File: src/can_wake_pkg.sv
// Shared constants, types and bus carriers of the CAN wake flag block
package can_wake_pkg;
  // Clock and timing
  localparam int unsigned CLK_NS = 8;
  localparam int unsigned PHASE_NS = 5000;
  localparam int unsigned PHASE_CYC = (PHASE_NS + CLK_NS - 1) / CLK_NS;
  localparam int unsigned WINDOW_NS = 500000;
  localparam int unsigned WINDOW_CYC = WINDOW_NS / CLK_NS;
  localparam int unsigned WAKE_FILT_NS = 50000;
  localparam int unsigned WAKE_FILT_CYC = (WAKE_FILT_NS + CLK_NS - 1) / CLK_NS;
  localparam int unsigned GTS_HOLD_NS = 50000;
  localparam int unsigned GTS_HOLD_CYC = (GTS_HOLD_NS + CLK_NS - 1) / CLK_NS;
  // Register byte offsets
  localparam logic [3:0] OFS_STATUS = 4'h0;
  localparam logic [3:0] OFS_CTRL = 4'h4;
  localparam logic [3:0] OFS_IRQ_STAT = 4'h8;
  localparam logic [3:0] OFS_IRQ_MASK = 4'hc;
  // Fields
  localparam int CTRL_BUS_EN = 0;
  localparam int CTRL_LOC_EN = 1;
  localparam logic [1:0] CTRL_RST = 2'h3;
  localparam int ST_WAKE = 5;
  localparam int ST_BIAS = 6;
  localparam int ST_INH = 7;
  localparam int IRQ_BUS = 0;
  localparam int IRQ_LOC = 1;
  localparam int IRQ_SLEEP = 2;
  localparam int IRQ_FLAG = 3;
  localparam logic [1:0] RESP_OK = 2'h0;
  localparam logic [1:0] RESP_SLVERR = 2'h2;
  // Synchroniser lanes and their reset levels
  localparam int SY_DOM = 0;
  localparam int SY_WAKE = 1;
  localparam int SY_STANDBY_SELECT_N = 2;
  localparam int SY_EN = 3;
  localparam int SY_PON = 4;
  localparam int SY_UV = 5;
  localparam logic [5:0] SYNC_RST = 6'h02;
  typedef enum logic [4:0] {
    M_NORMAL = 5'h01, M_LISTEN = 5'h02, M_GTS = 5'h04, M_STANDBY = 5'h08, M_SLEEP = 5'h10
  } mode_t;
  typedef enum logic [3:0] {
    BW_IDLE = 4'h1, BW_DOM1 = 4'h2, BW_REC = 4'h4, BW_DOM2 = 4'h8
  } bwake_t;
  typedef struct packed {
    logic awvalid; logic [31:0] awaddr; logic [2:0] awprot;
    logic wvalid; logic [31:0] wdata; logic [3:0] wstrb; logic bready;
    logic arvalid; logic [31:0] araddr; logic [2:0] arprot; logic rready;
  } axil_req_t;
  typedef struct packed {
    logic awready; logic wready; logic bvalid; logic [1:0] bresp;
    logic arready; logic rvalid; logic [31:0] rdata; logic [1:0] rresp;
  } axil_rsp_t;
endpackage : can_wake_pkg

File: src/can_wake_flag.sv
// Wake detection, wake flag signalling and mode control of a CAN transceiver
// What this block does
// - Bus wake needs dominant, recessive, dominant phases of 5 us within 0.5 ms.
// - Local wake fires on either edge of the wake pin after the filter time.
// - Wake pin bias follows the filtered pin level, high to battery, low to ground.
// - Inhibit output floats in Sleep while the wake flag is clear and is driven high otherwise.
// - Bus or local wake sets the flag only in Sleep, Standby or Go-to-Sleep.
// - In Normal and Listen-only modes wake events reach the interrupt status but not the wake flag.
// - In low-power modes fault status shows the wake flag, low means pending.
// - Receive data mirrors the wake flag with the same polarity while signalled.
// - Wake flag clears on entering Normal and on undervoltage flag set.
// - Sleep is never entered while the wake flag is set.
// - Wake flag is set together with the power-on flag.
// - Fault status output multiplexes flags by mode: wake flag in low-power modes, other flag otherwise.
// - Go-to-Sleep is standby select low, enable high; transmitter off, flag shown.
// - Go-to-Sleep held past the hold time enters Sleep and floats inhibit.
// - Rising standby select leaves Sleep for Normal or Listen-only by enable.
// - A wake coinciding with Go-to-Sleep wins and keeps inhibit driven.
//
// Register access over AXI4-Lite and the placing of the registers were chosen for this implementation.
`timescale 1ns/1ns
`default_nettype none
module can_wake_flag #(
  parameter int unsigned WINDOW_CYC = can_wake_pkg::WINDOW_CYC,
  parameter int unsigned WAKE_FILT_CYC = can_wake_pkg::WAKE_FILT_CYC,
  parameter int unsigned GTS_HOLD_CYC = can_wake_pkg::GTS_HOLD_CYC
) (
  input wire logic mclk_i,
  input wire logic nrst_i,
  input wire can_wake_pkg::axil_req_t axi_req_i,
  output can_wake_pkg::axil_rsp_t axi_rsp_o,
  input wire logic bus_dominant_i,
  input wire logic wake_pin_i,
  input wire logic standby_select_n_i,
  input wire logic enable_i,
  input wire logic power_on_flag_i,
  input wire logic supply_undervoltage_flag_i,
  input wire logic other_flag_n_i,
  output logic fault_status_out_n_o,
  output logic rxd_o,
  output logic txd_enable_o,
  output logic regulator_inhibit_out_o,
  output logic regulator_inhibit_out_oe_o,
  output logic wake_bias_high_o,
  output logic irq_o
);
  import can_wake_pkg::*;

  function automatic mode_t pin_mode(input logic standby_select_n, input logic en);
    case ({standby_select_n, en})
      2'b11: pin_mode = M_NORMAL;
      2'b10: pin_mode = M_LISTEN;
      2'b01: pin_mode = M_GTS;
      default: pin_mode = M_STANDBY;
    endcase
  endfunction : pin_mode

  function automatic logic low_power(input mode_t m);
    low_power = (m == M_GTS) || (m == M_STANDBY) || (m == M_SLEEP);
  endfunction : low_power

  function automatic logic addr_ok(input logic [31:0] a);
    addr_ok = (a[31:4] == 28'h0) && (a[1:0] == 2'h0);
  endfunction : addr_ok

  // Pin synchronisers: a change counts once stages two and three agree
  logic [5:0] s1_q, s2_q, s3_q, filt_q, filt_d, fprev_q;
  logic standby_select_n_rise, pon_rise, uv_rise;
  always_comb begin
    filt_d = (s2_q & ~(s2_q ^ s3_q)) | (filt_q & (s2_q ^ s3_q));
  end
  always_ff @(posedge mclk_i or negedge nrst_i) begin
    if (!nrst_i) begin
      s1_q <= SYNC_RST;
      s2_q <= SYNC_RST;
      s3_q <= SYNC_RST;
      filt_q <= SYNC_RST;
      fprev_q <= SYNC_RST;
    end else begin
      s1_q <= {supply_undervoltage_flag_i, power_on_flag_i, enable_i, standby_select_n_i,
               wake_pin_i, bus_dominant_i};
      s2_q <= s1_q;
      s3_q <= s2_q;
      filt_q <= filt_d;
      fprev_q <= filt_q;
    end
  end
  assign standby_select_n_rise = filt_q[SY_STANDBY_SELECT_N] & ~fprev_q[SY_STANDBY_SELECT_N];
  assign pon_rise = filt_q[SY_PON] & ~fprev_q[SY_PON];
  assign uv_rise = filt_q[SY_UV] & ~fprev_q[SY_UV];

  logic [1:0] ctrl_q, ctrl_d;
  logic wake_q, wake_d, wake_set;

  // Bus wake pattern detector, timed by the local clock
  bwake_t bw_q, bw_d;
  logic [9:0] ph_q, ph_d;
  logic [16:0] win_q, win_d;
  logic bus_wake, dom, ph_ok;
  always_comb begin
    dom = filt_q[SY_DOM] & ctrl_q[CTRL_BUS_EN];
    ph_ok = ph_q >= 10'(PHASE_CYC - 1);
    bw_d = bw_q;
    ph_d = (ph_q == 10'h3ff) ? ph_q : ph_q + 10'h001;
    win_d = (win_q == 17'h1ffff) ? win_q : win_q + 17'h00001;
    bus_wake = 1'b0;
    case (bw_q)
      BW_IDLE: begin
        ph_d = 10'h000;
        win_d = 17'h00000;
        if (dom) bw_d = BW_DOM1;
      end
      BW_DOM1: if (!dom) begin
        ph_d = 10'h000;
        bw_d = ph_ok ? BW_REC : BW_IDLE;
      end
      BW_REC: if (dom) begin
        ph_d = 10'h000;
        bw_d = ph_ok ? BW_DOM2 : BW_DOM1;
        if (!ph_ok) win_d = 17'h00000; // Short gap: this dominant starts afresh
      end
      BW_DOM2: begin
        if (!dom) begin
          bw_d = BW_IDLE;
        end else if (ph_ok) begin
          bus_wake = 1'b1;
          bw_d = BW_IDLE;
        end
      end
      default: bw_d = BW_IDLE;
    endcase
    if (bw_q != BW_IDLE && win_q >= 17'(WINDOW_CYC - 1)) begin
      bus_wake = 1'b0;
      bw_d = BW_IDLE;
    end
  end
  always_ff @(posedge mclk_i or negedge nrst_i) begin
    if (!nrst_i) begin
      bw_q <= BW_IDLE;
      ph_q <= 10'h000;
      win_q <= 17'h00000;
    end else begin
      bw_q <= bw_d;
      ph_q <= ph_d;
      win_q <= win_d;
    end
  end

  // Local wake filter with adaptive bias; the bias moves even if wake is disabled
  logic bias_q, bias_d, loc_wake;
  logic [15:0] fc_q, fc_d;
  always_comb begin
    bias_d = bias_q;
    fc_d = 16'h0000;
    loc_wake = 1'b0;
    if (filt_q[SY_WAKE] != bias_q) begin
      if (fc_q >= 16'(WAKE_FILT_CYC - 1)) begin
        bias_d = filt_q[SY_WAKE];
        loc_wake = ctrl_q[CTRL_LOC_EN];
      end else begin
        fc_d = fc_q + 16'h0001;
      end
    end
  end
  always_ff @(posedge mclk_i or negedge nrst_i) begin
    if (!nrst_i) begin
      bias_q <= 1'b1;
      fc_q <= 16'h0000;
    end else begin
      bias_q <= bias_d;
      fc_q <= fc_d;
    end
  end

  // Operating mode from the host pins
  mode_t state_q, state_d, req;
  logic [15:0] gts_q, gts_d;
  always_comb begin
    req = pin_mode(filt_q[SY_STANDBY_SELECT_N], filt_q[SY_EN]);
    state_d = state_q;
    gts_d = 16'h0000;
    case (state_q)
      M_SLEEP: if (standby_select_n_rise) state_d = filt_q[SY_EN] ? M_NORMAL : M_LISTEN;
      M_GTS: begin
        if (req != M_GTS) begin
          state_d = req;
        end else if (wake_q || wake_set) begin
          gts_d = gts_q;
        end else if (gts_q >= 16'(GTS_HOLD_CYC - 1)) begin
          state_d = M_SLEEP;
        end else begin
          gts_d = gts_q + 16'h0001;
        end
      end
      default: state_d = req;
    endcase
  end
  always_ff @(posedge mclk_i or negedge nrst_i) begin
    if (!nrst_i) begin
      state_q <= M_STANDBY;
      gts_q <= 16'h0000;
    end else begin
      state_q <= state_d;
      gts_q <= gts_d;
    end
  end

  // Wake flag: a set in the same cycle as a clear wins
  always_comb begin
    // set only in low-power modes; power-on set
    wake_set = (low_power(state_q) && (bus_wake || loc_wake)) || pon_rise;
    // clear on Normal entry or undervoltage
    wake_d = wake_set || (wake_q && !((state_d == M_NORMAL && state_q != M_NORMAL) || uv_rise));
  end
  always_ff @(posedge mclk_i or negedge nrst_i) begin
    if (!nrst_i) wake_q <= 1'b1; // Power-up counts as first battery connection
    else wake_q <= wake_d;
  end

  // Registered pin outputs
  logic fault_status_out_n_q, rxd_q, txen_q, inh_oe_q;
  always_ff @(posedge mclk_i or negedge nrst_i) begin
    if (!nrst_i) begin
      fault_status_out_n_q <= 1'b0;
      rxd_q <= 1'b0;
      txen_q <= 1'b0;
      inh_oe_q <= 1'b1;
    end else begin
      fault_status_out_n_q <= low_power(state_d) ? !wake_d : other_flag_n_i;
      rxd_q <= low_power(state_d) ? !wake_d : !filt_d[SY_DOM];
      txen_q <= (state_d == M_NORMAL);
      // inhibit float only in quiet Sleep
      inh_oe_q <= (state_d != M_SLEEP) || wake_d;
    end
  end
  assign fault_status_out_n_o = fault_status_out_n_q;
  assign rxd_o = rxd_q;
  assign txd_enable_o = txen_q;
  assign regulator_inhibit_out_o = 1'b1; // Only driven while the output enable inh_oe_q is high
  assign regulator_inhibit_out_oe_o = inh_oe_q;
  assign wake_bias_high_o = bias_q;

  // AXI4-Lite slave with sticky interrupt status; one write and one read in flight
  logic aw_q, aw_d, w_q, w_d, bv_q, bv_d, rv_q, rv_d;
  logic [31:0] awa_q, awa_d, wd_q, wd_d, rd_q, rd_d;
  logic [3:0] ws_q, ws_d, stat_q, stat_d, mask_q, mask_d, ev;
  logic [1:0] br_q, br_d, rr_q, rr_d;
  logic wr_go;
  always_comb begin
    ev = 4'h0;
    ev[IRQ_BUS] = bus_wake;
    ev[IRQ_LOC] = loc_wake;
    ev[IRQ_SLEEP] = (state_d == M_SLEEP) && (state_q != M_SLEEP);
    ev[IRQ_FLAG] = wake_d && !wake_q;
    aw_d = aw_q || (axi_req_i.awvalid && !aw_q && !bv_q);
    w_d = w_q || (axi_req_i.wvalid && !w_q && !bv_q);
    awa_d = (axi_req_i.awvalid && !aw_q && !bv_q) ? axi_req_i.awaddr : awa_q;
    wd_d = (axi_req_i.wvalid && !w_q && !bv_q) ? axi_req_i.wdata : wd_q;
    ws_d = (axi_req_i.wvalid && !w_q && !bv_q) ? axi_req_i.wstrb : ws_q;
    wr_go = aw_q && w_q && !bv_q;
    bv_d = wr_go || (bv_q && !axi_req_i.bready);
    br_d = br_q;
    ctrl_d = ctrl_q;
    mask_d = mask_q;
    stat_d = stat_q;
    if (wr_go) begin
      aw_d = 1'b0;
      w_d = 1'b0;
      br_d = addr_ok(awa_q) ? RESP_OK : RESP_SLVERR;
      if (addr_ok(awa_q) && ws_q[0]) begin
        case (awa_q[3:0])
          OFS_CTRL: ctrl_d = wd_q[1:0];
          OFS_IRQ_MASK: mask_d = wd_q[3:0];
          OFS_IRQ_STAT: stat_d = stat_q & ~wd_q[3:0];
          default: ;
        endcase
      end
    end
    stat_d = stat_d | ev; // An event in the clearing cycle is kept
    rv_d = rv_q ? !axi_req_i.rready : axi_req_i.arvalid;
    rd_d = rd_q;
    rr_d = rr_q;
    if (axi_req_i.arvalid && !rv_q) begin
      rd_d = 32'h0;
      rr_d = addr_ok(axi_req_i.araddr) ? RESP_OK : RESP_SLVERR;
      if (addr_ok(axi_req_i.araddr)) begin
        case (axi_req_i.araddr[3:0])
          OFS_STATUS: rd_d = {24'h0, inh_oe_q, bias_q, wake_q, state_q};
          OFS_CTRL: rd_d = {30'h0, ctrl_q};
          OFS_IRQ_STAT: rd_d = {28'h0, stat_q};
          default: rd_d = {28'h0, mask_q};
        endcase
      end
    end
  end
  always_ff @(posedge mclk_i or negedge nrst_i) begin
    if (!nrst_i) begin
      aw_q <= 1'b0;
      w_q <= 1'b0;
      bv_q <= 1'b0;
      rv_q <= 1'b0;
      awa_q <= 32'h0;
      wd_q <= 32'h0;
      rd_q <= 32'h0;
      ws_q <= 4'h0;
      stat_q <= 4'h0;
      mask_q <= 4'h0;
      br_q <= RESP_OK;
      rr_q <= RESP_OK;
      ctrl_q <= CTRL_RST;
    end else begin
      aw_q <= aw_d;
      w_q <= w_d;
      bv_q <= bv_d;
      rv_q <= rv_d;
      awa_q <= awa_d;
      wd_q <= wd_d;
      rd_q <= rd_d;
      ws_q <= ws_d;
      stat_q <= stat_d;
      mask_q <= mask_d;
      br_q <= br_d;
      rr_q <= rr_d;
      ctrl_q <= ctrl_d;
    end
  end
  assign axi_rsp_o = '{awready: !aw_q && !bv_q, wready: !w_q && !bv_q, bvalid: bv_q,
                       bresp: br_q, arready: !rv_q, rvalid: rv_q, rdata: rd_q, rresp: rr_q};
  assign irq_o = |(stat_q & mask_q);

  // Checks
  AST_INH_FLOAT: assert property (@(posedge mclk_i) disable iff (!nrst_i)
    (state_q == M_SLEEP && !wake_q) |-> !regulator_inhibit_out_oe_o)
    else $error("inhibit driven in quiet sleep");
  AST_INH_DRIVE: assert property (@(posedge mclk_i) disable iff (!nrst_i)
    (state_q != M_SLEEP || wake_q) |-> regulator_inhibit_out_oe_o)
    else $error("inhibit not driven while awake");
  AST_NO_SLEEP_FLAG: assert property (@(posedge mclk_i) disable iff (!nrst_i)
    (state_q == M_SLEEP && $past(state_q) != M_SLEEP) |-> !$past(wake_q))
    else $error("sleep entered with wake flag set");
  AST_FAULT_STATUS_OUT_N_FLAG: assert property (@(posedge mclk_i) disable iff (!nrst_i)
    low_power(state_q) |-> fault_status_out_n_o == !wake_q)
    else $error("fault status does not show wake flag");
  AST_RXD_MIRROR: assert property (@(posedge mclk_i) disable iff (!nrst_i)
    low_power(state_q) |-> rxd_o == fault_status_out_n_o)
    else $error("receive data does not mirror wake flag");
  AST_WAKE_SET: assert property (@(posedge mclk_i) disable iff (!nrst_i)
    (low_power(state_q) && (bus_wake || loc_wake)) |=> wake_q)
    else $error("wake event lost in low power mode");
  AST_WAKE_IGNORE: assert property (@(posedge mclk_i) disable iff (!nrst_i)
    (!low_power(state_q) && !pon_rise && !wake_q) |=> !wake_q)
    else $error("wake flag set in active mode");
  AST_UV_CLEAR: assert property (@(posedge mclk_i) disable iff (!nrst_i)
    (uv_rise && !wake_set) |=> !wake_q)
    else $error("undervoltage did not clear wake flag");
  AST_BUS_PHASE: assert property (@(posedge mclk_i) disable iff (!nrst_i)
    bus_wake |-> (bw_q == BW_DOM2 && ph_q >= 10'(PHASE_CYC - 1) && win_q < 17'(WINDOW_CYC - 1)))
    else $error("bus wake without full pattern");
  AST_BIAS: assert property (@(posedge mclk_i) disable iff (!nrst_i)
    (filt_q[SY_WAKE] != bias_q && fc_q >= 16'(WAKE_FILT_CYC - 1))
    |=> wake_bias_high_o == $past(filt_q[SY_WAKE]))
    else $error("bias did not follow wake pin");
endmodule : can_wake_flag
`default_nettype wire

File: config.mk
export PLATFORM = sky130hd
export DESIGN_NAME = can_wake_flag
export DESIGN_NICKNAME = d
export VERILOG_FILES = /design/src/can_wake_pkg.sv /design/src/can_wake_flag.sv
export SDC_FILE = /design/constraint.sdc
export NUM_CORES = 1
export LEC_CHECK = 0
export ABC_AREA = 0
export BUFFER_PORTS_ARGS = -buffer_cell sky130_fd_sc_hd__buf_4
export CAP_MARGIN = 20
export CORE_ASPECT_RATIO = 1.1
export CORE_MARGIN = 4
export CORE_UTILIZATION = 50
export CTS_CLUSTER_SIZE = 28
export DETAILED_ROUTE_END_ITERATION = 16
export PLACE_DENSITY_LB_ADDON = 0.08
export SKIP_LAST_GASP = 1
export SYNTH_ARGS = -nofsm -noshare
export SYNTH_HDL_FRONTEND = slang
export SYNTH_SLANG_ARGS = --single-unit
File: constraint.sdc
create_clock -name mclk_i -period 3.08 [get_ports mclk_i]
set_input_delay 0 -clock mclk_i [delete_from_list [all_inputs] [get_ports mclk_i]]
set_output_delay 0 -clock mclk_i [all_outputs]
set_load 0.02 [all_outputs]
==> results.yml <==
power:
  swShare_pct: 25.6
  power_density_nw_per_um2: 603
  vdd_drop_max_mv: 0.456
  seqPwrFrac_pct: 46.5
  report.power.total_mw: 5.71
  power_frac_comb_pct: 16.1
  p_int_mw: 4.25
  p_leak_nw: 4.14
  clkPwrFrac_pct: 37.4
  switchingPower_mw: 1.46
place:
  io_buffers: 103
  dp_hpwl_um: 11400
  gp_congestion: 0.892
  place_ws_ns: 0.332
synthesis:
  synth_warnings: 0
  synth.cell_area_sq_um: 7450
  ys_ff_latch: 162
  synth_area_leaders: "dfrtp_1 (51%), mux2_2 (6.7%), dfstp_2 (3.9%)"
  postSynthCellCount: 684
  ys_seq_area_share_pct: 54.6
  synth.most_common_cell: "dfrtp_1"
  async_flop_share_pct: 100
  avgSynthCellArea_sq_um: 10.9
  synth_flop_cell: "dfrtp_1"
  synth.top_cell.area_share_pct: 50.7
  yosys.area.top_type: "dfrtp_1"
  ys_top_cells_by_count: "dfrtp_1 (151), nor2_1 (65), nand2_1 (48)"
  synth_cell_types: 63
  synth_edf_count: 0
clocking:
  cts.htree.levels: 4
  cts_resized: 0
  cts.reportedPaths.clkPinSlew_ns: 0.06
  cts_tree: "built"
  numCtsBuffers: 17
  cts_sinks: 162
  clk_latency_ns: 0.42
  clk_path_buf_depth: 2
  clock-root-buffer: "clkbuf_16"
sta:
  rsz0062_at_grt: "no"
  relSlewSlack_pct: 48.8
  maxSlewViolCount: 0
  finalHoldViolations: 0
  post-route-period-util_pct: 90.9
  fin_crit_ns: 2.80
  final.setup.tns_ns: 0
  worstMarginPinSlew_ns: 0.768
  skew_ns: 0.00748
  layout_setup_ws_ns: 0.281
  setup_viol: 0
  max_freq_ghz: 0.357
floorplanning:
  num_io_pins: 168
  die_area_sq_um: 16900
  die_w_um: 124
  initial_core_util_pct: 51.3
  rows: 46
  core_sq_um: 14500
  die_h_um: 136
layout:
  syn_to_final_growth_pct: 27.1
  fillers: 1151
  multi_input_area_sq_um: 3140
  antenna_cells: 0
  fin_nets: 976
  layout-drive-gt1-share_pct: 24.1
  seqCellArea_sq_um: 4070
setup_path:
  slowest_stage: "or4b_4"
  cp_data_required_time_ns: 3.41
  critPathArrivalTime_ns: 3.13
  cp_top_family: "simple AND/OR/NAND/NOR gates"
  cp_max_fo: 7
  crit_chain: "or4b_4 -> nor4_1 -> o21ai_1 -> a211oi_2 -> nor2_2 -> buf_4 -> or4_1 -> a21oi_1"
  critPathBufInv: 1
  critical_path.startpoint_type: "flip-flop"
  path_class: "reg -> reg"
  endpoint_kind: "flip-flop"
  cpPeakStageDelay_ns: 0.56
outcome:
  status: "complete, no violations"
routing:
  antenna_left: 0
  first_iter_violations: 236
  wire_per_inst_um: 15.4
  firstDrtPassIters: 5
  dr_total_vias: 5625
  drc_errors: 0
  viasPerCell: 5.35
  totalWireLength_um: 16200
worst_hold_path:
  hp-class: "in -> reg"
global_routing:
  antenna_found_initial: 0
  grt_max_degree: 68
  grt_usage_pct: 20.0
  grt_pass1_wl_um: 27600
  grt_pass1_vias: 5690
  grt.overflow.total: 0
run:
  maxCapViolations: 0
metal layers:
metal / global-route usage (%) / vias to the layer above / part of all wire [%] / routed length, um
met5: 0 / - / 0 / 0
met4: 6.27 / 0 / 1.3 / 209
met3: 5.78 / 18 / 5.9 / 956
met2: 34.5 / 150 / 51 / 8180
met1: 24.4 / 2741 / 42 / 6840
li1: - / 2716 / - / -
flip-flops by register name, indices dropped and copies added, names as in the netlist, 6 cells and up, named ones only:
| name | count |
|---|---|
| s3_q | 6 |
| s1_q | 6 |
| s2_q | 6 |
| fc_q | 16 |
| ph_q | 10 |
| win_q | 17 |
| awa_q | 32 |
| gts_q | 16 |
| rd_q | 8 |
metrics by stage:
| stage | hold slack (ns) | utilization, % | std cells | area, sq um |
|---|---|---|---|---|
| finish | 0.0142 | 65.2 | 1052 | 9460 |
| detailed placement | -0.00219 | 57.7 | 970 | 8370 |
| floorplan | -0.296 | - | 712 | 7550 |
| global route | 0.0618 | 65.2 | 1052 | 9460 |
| global placement | -0.00744 | 57.7 | 970 | 8370 |
| CTS | 0.00607 | 65.2 | 1051 | 9460 |
worst min-delay path, stage by stage:
cell	delay [ns]
buf_4	0.07
nor4_1	0.04
nand4_1	0.08
nor2_1	0.09
a21oi_1	0.12
cells in the final DEF, fill, tap and decap left out, types with 16 or more instances in the layout:
cell type / Yosys / routed
nor4_1: 19 / 19
nand2_1: 48 / 48
dfrtp_1: 151 / 151
xor2_1: 22 / 22
o21ai_0: 22 / 22
nand3_1: 24 / 24
nor3_1: 16 / 16
buf_4: 30 / 111
nor2_1: 65 / 65
clkbuf_16: 0 / 17
conb_1: 2 / 30
dlygate4sd3_1: 0 / 49
mux2_2: 44 / 44
a21oi_1: 28 / 28
final timing paths:
kind | depth (start not counted) | slack [ns] | start | end
max reg2reg | 8 | 0.28 | win_q[11]$_DFF_PN0_ | gts_q[11]$_DFFE_PN0P_
min in group asynchronous | 2 | 0.10 | nrst_i | fc_q[3]$_DFF_PN0_
max in group asynchronous | 3 | 2.05 | nrst_i | awa_q[25]$_DFFE_PN0P_
min | 5 | 0.01 | axi_req_i[16] | rr_q[1]$_DFFE_PN0P_
min reg2reg | 0 | 0.35 | s1_q[4]$_DFF_PN0_ | s2_q[4]$_DFF_PN0_
max | 8 | 0.28 | win_q[11]$_DFF_PN0_ | gts_q[11]$_DFFE_PN0P_
area by class of cell:
cell class	count	share of cell area (%)
Timing Repair Buffer	163	14.4
Inverter	15	0.595
Tap cell	192	2.54
Clock inverter	11	1.60
Multi-Input combinational cell	488	33.1
Clock buffer	21	4.76
Sequential cell	162	43.0
power groups by stage:
| stage | Clock (mW) | Combinational (mW) | Sequential [mW] |
|---|---|---|---|
| 2_1_floorplan | 0 | 0.624 | 2.64 |
| 3_3_place_gp | 0 | 0.837 | 2.67 |
| 3_5_place_dp | 0 | 0.868 | 2.69 |
| 4_1_cts | 2.19 | 0.920 | 2.65 |
| 5_1_grt | 2.30 | 1.01 | 2.70 |
| 6_report | 2.14 | 0.917 | 2.65 |
timing repair:
item,CTS,global route
hold endpoints to repair,105,0
buffers inserted,0,0
hold buffers,49,0
cells by family (layout without fill, tap and decap cells):
| family | count (synthesis) | count (layout) | share of synthesized area [%] |
|---|---|---|---|
| adders and majority gates | 15 | 15 | 2.32 |
| AOI/OAI and AO/OA | 105 | 105 | 9.43 |
| and+or+nand+nor | 260 | 260 | 18.2 |
| xor gates and xnor gates | 31 | 31 | 3.65 |
| DFF | 162 | 162 | 54.6 |
| muxes | 47 | 47 | 7.06 |
| other | 2 | 30 | 0.101 |
| buffers and inverters | 62 | 210 | 4.65 |
Note: power is estimated with default switching activity, not from simulation.
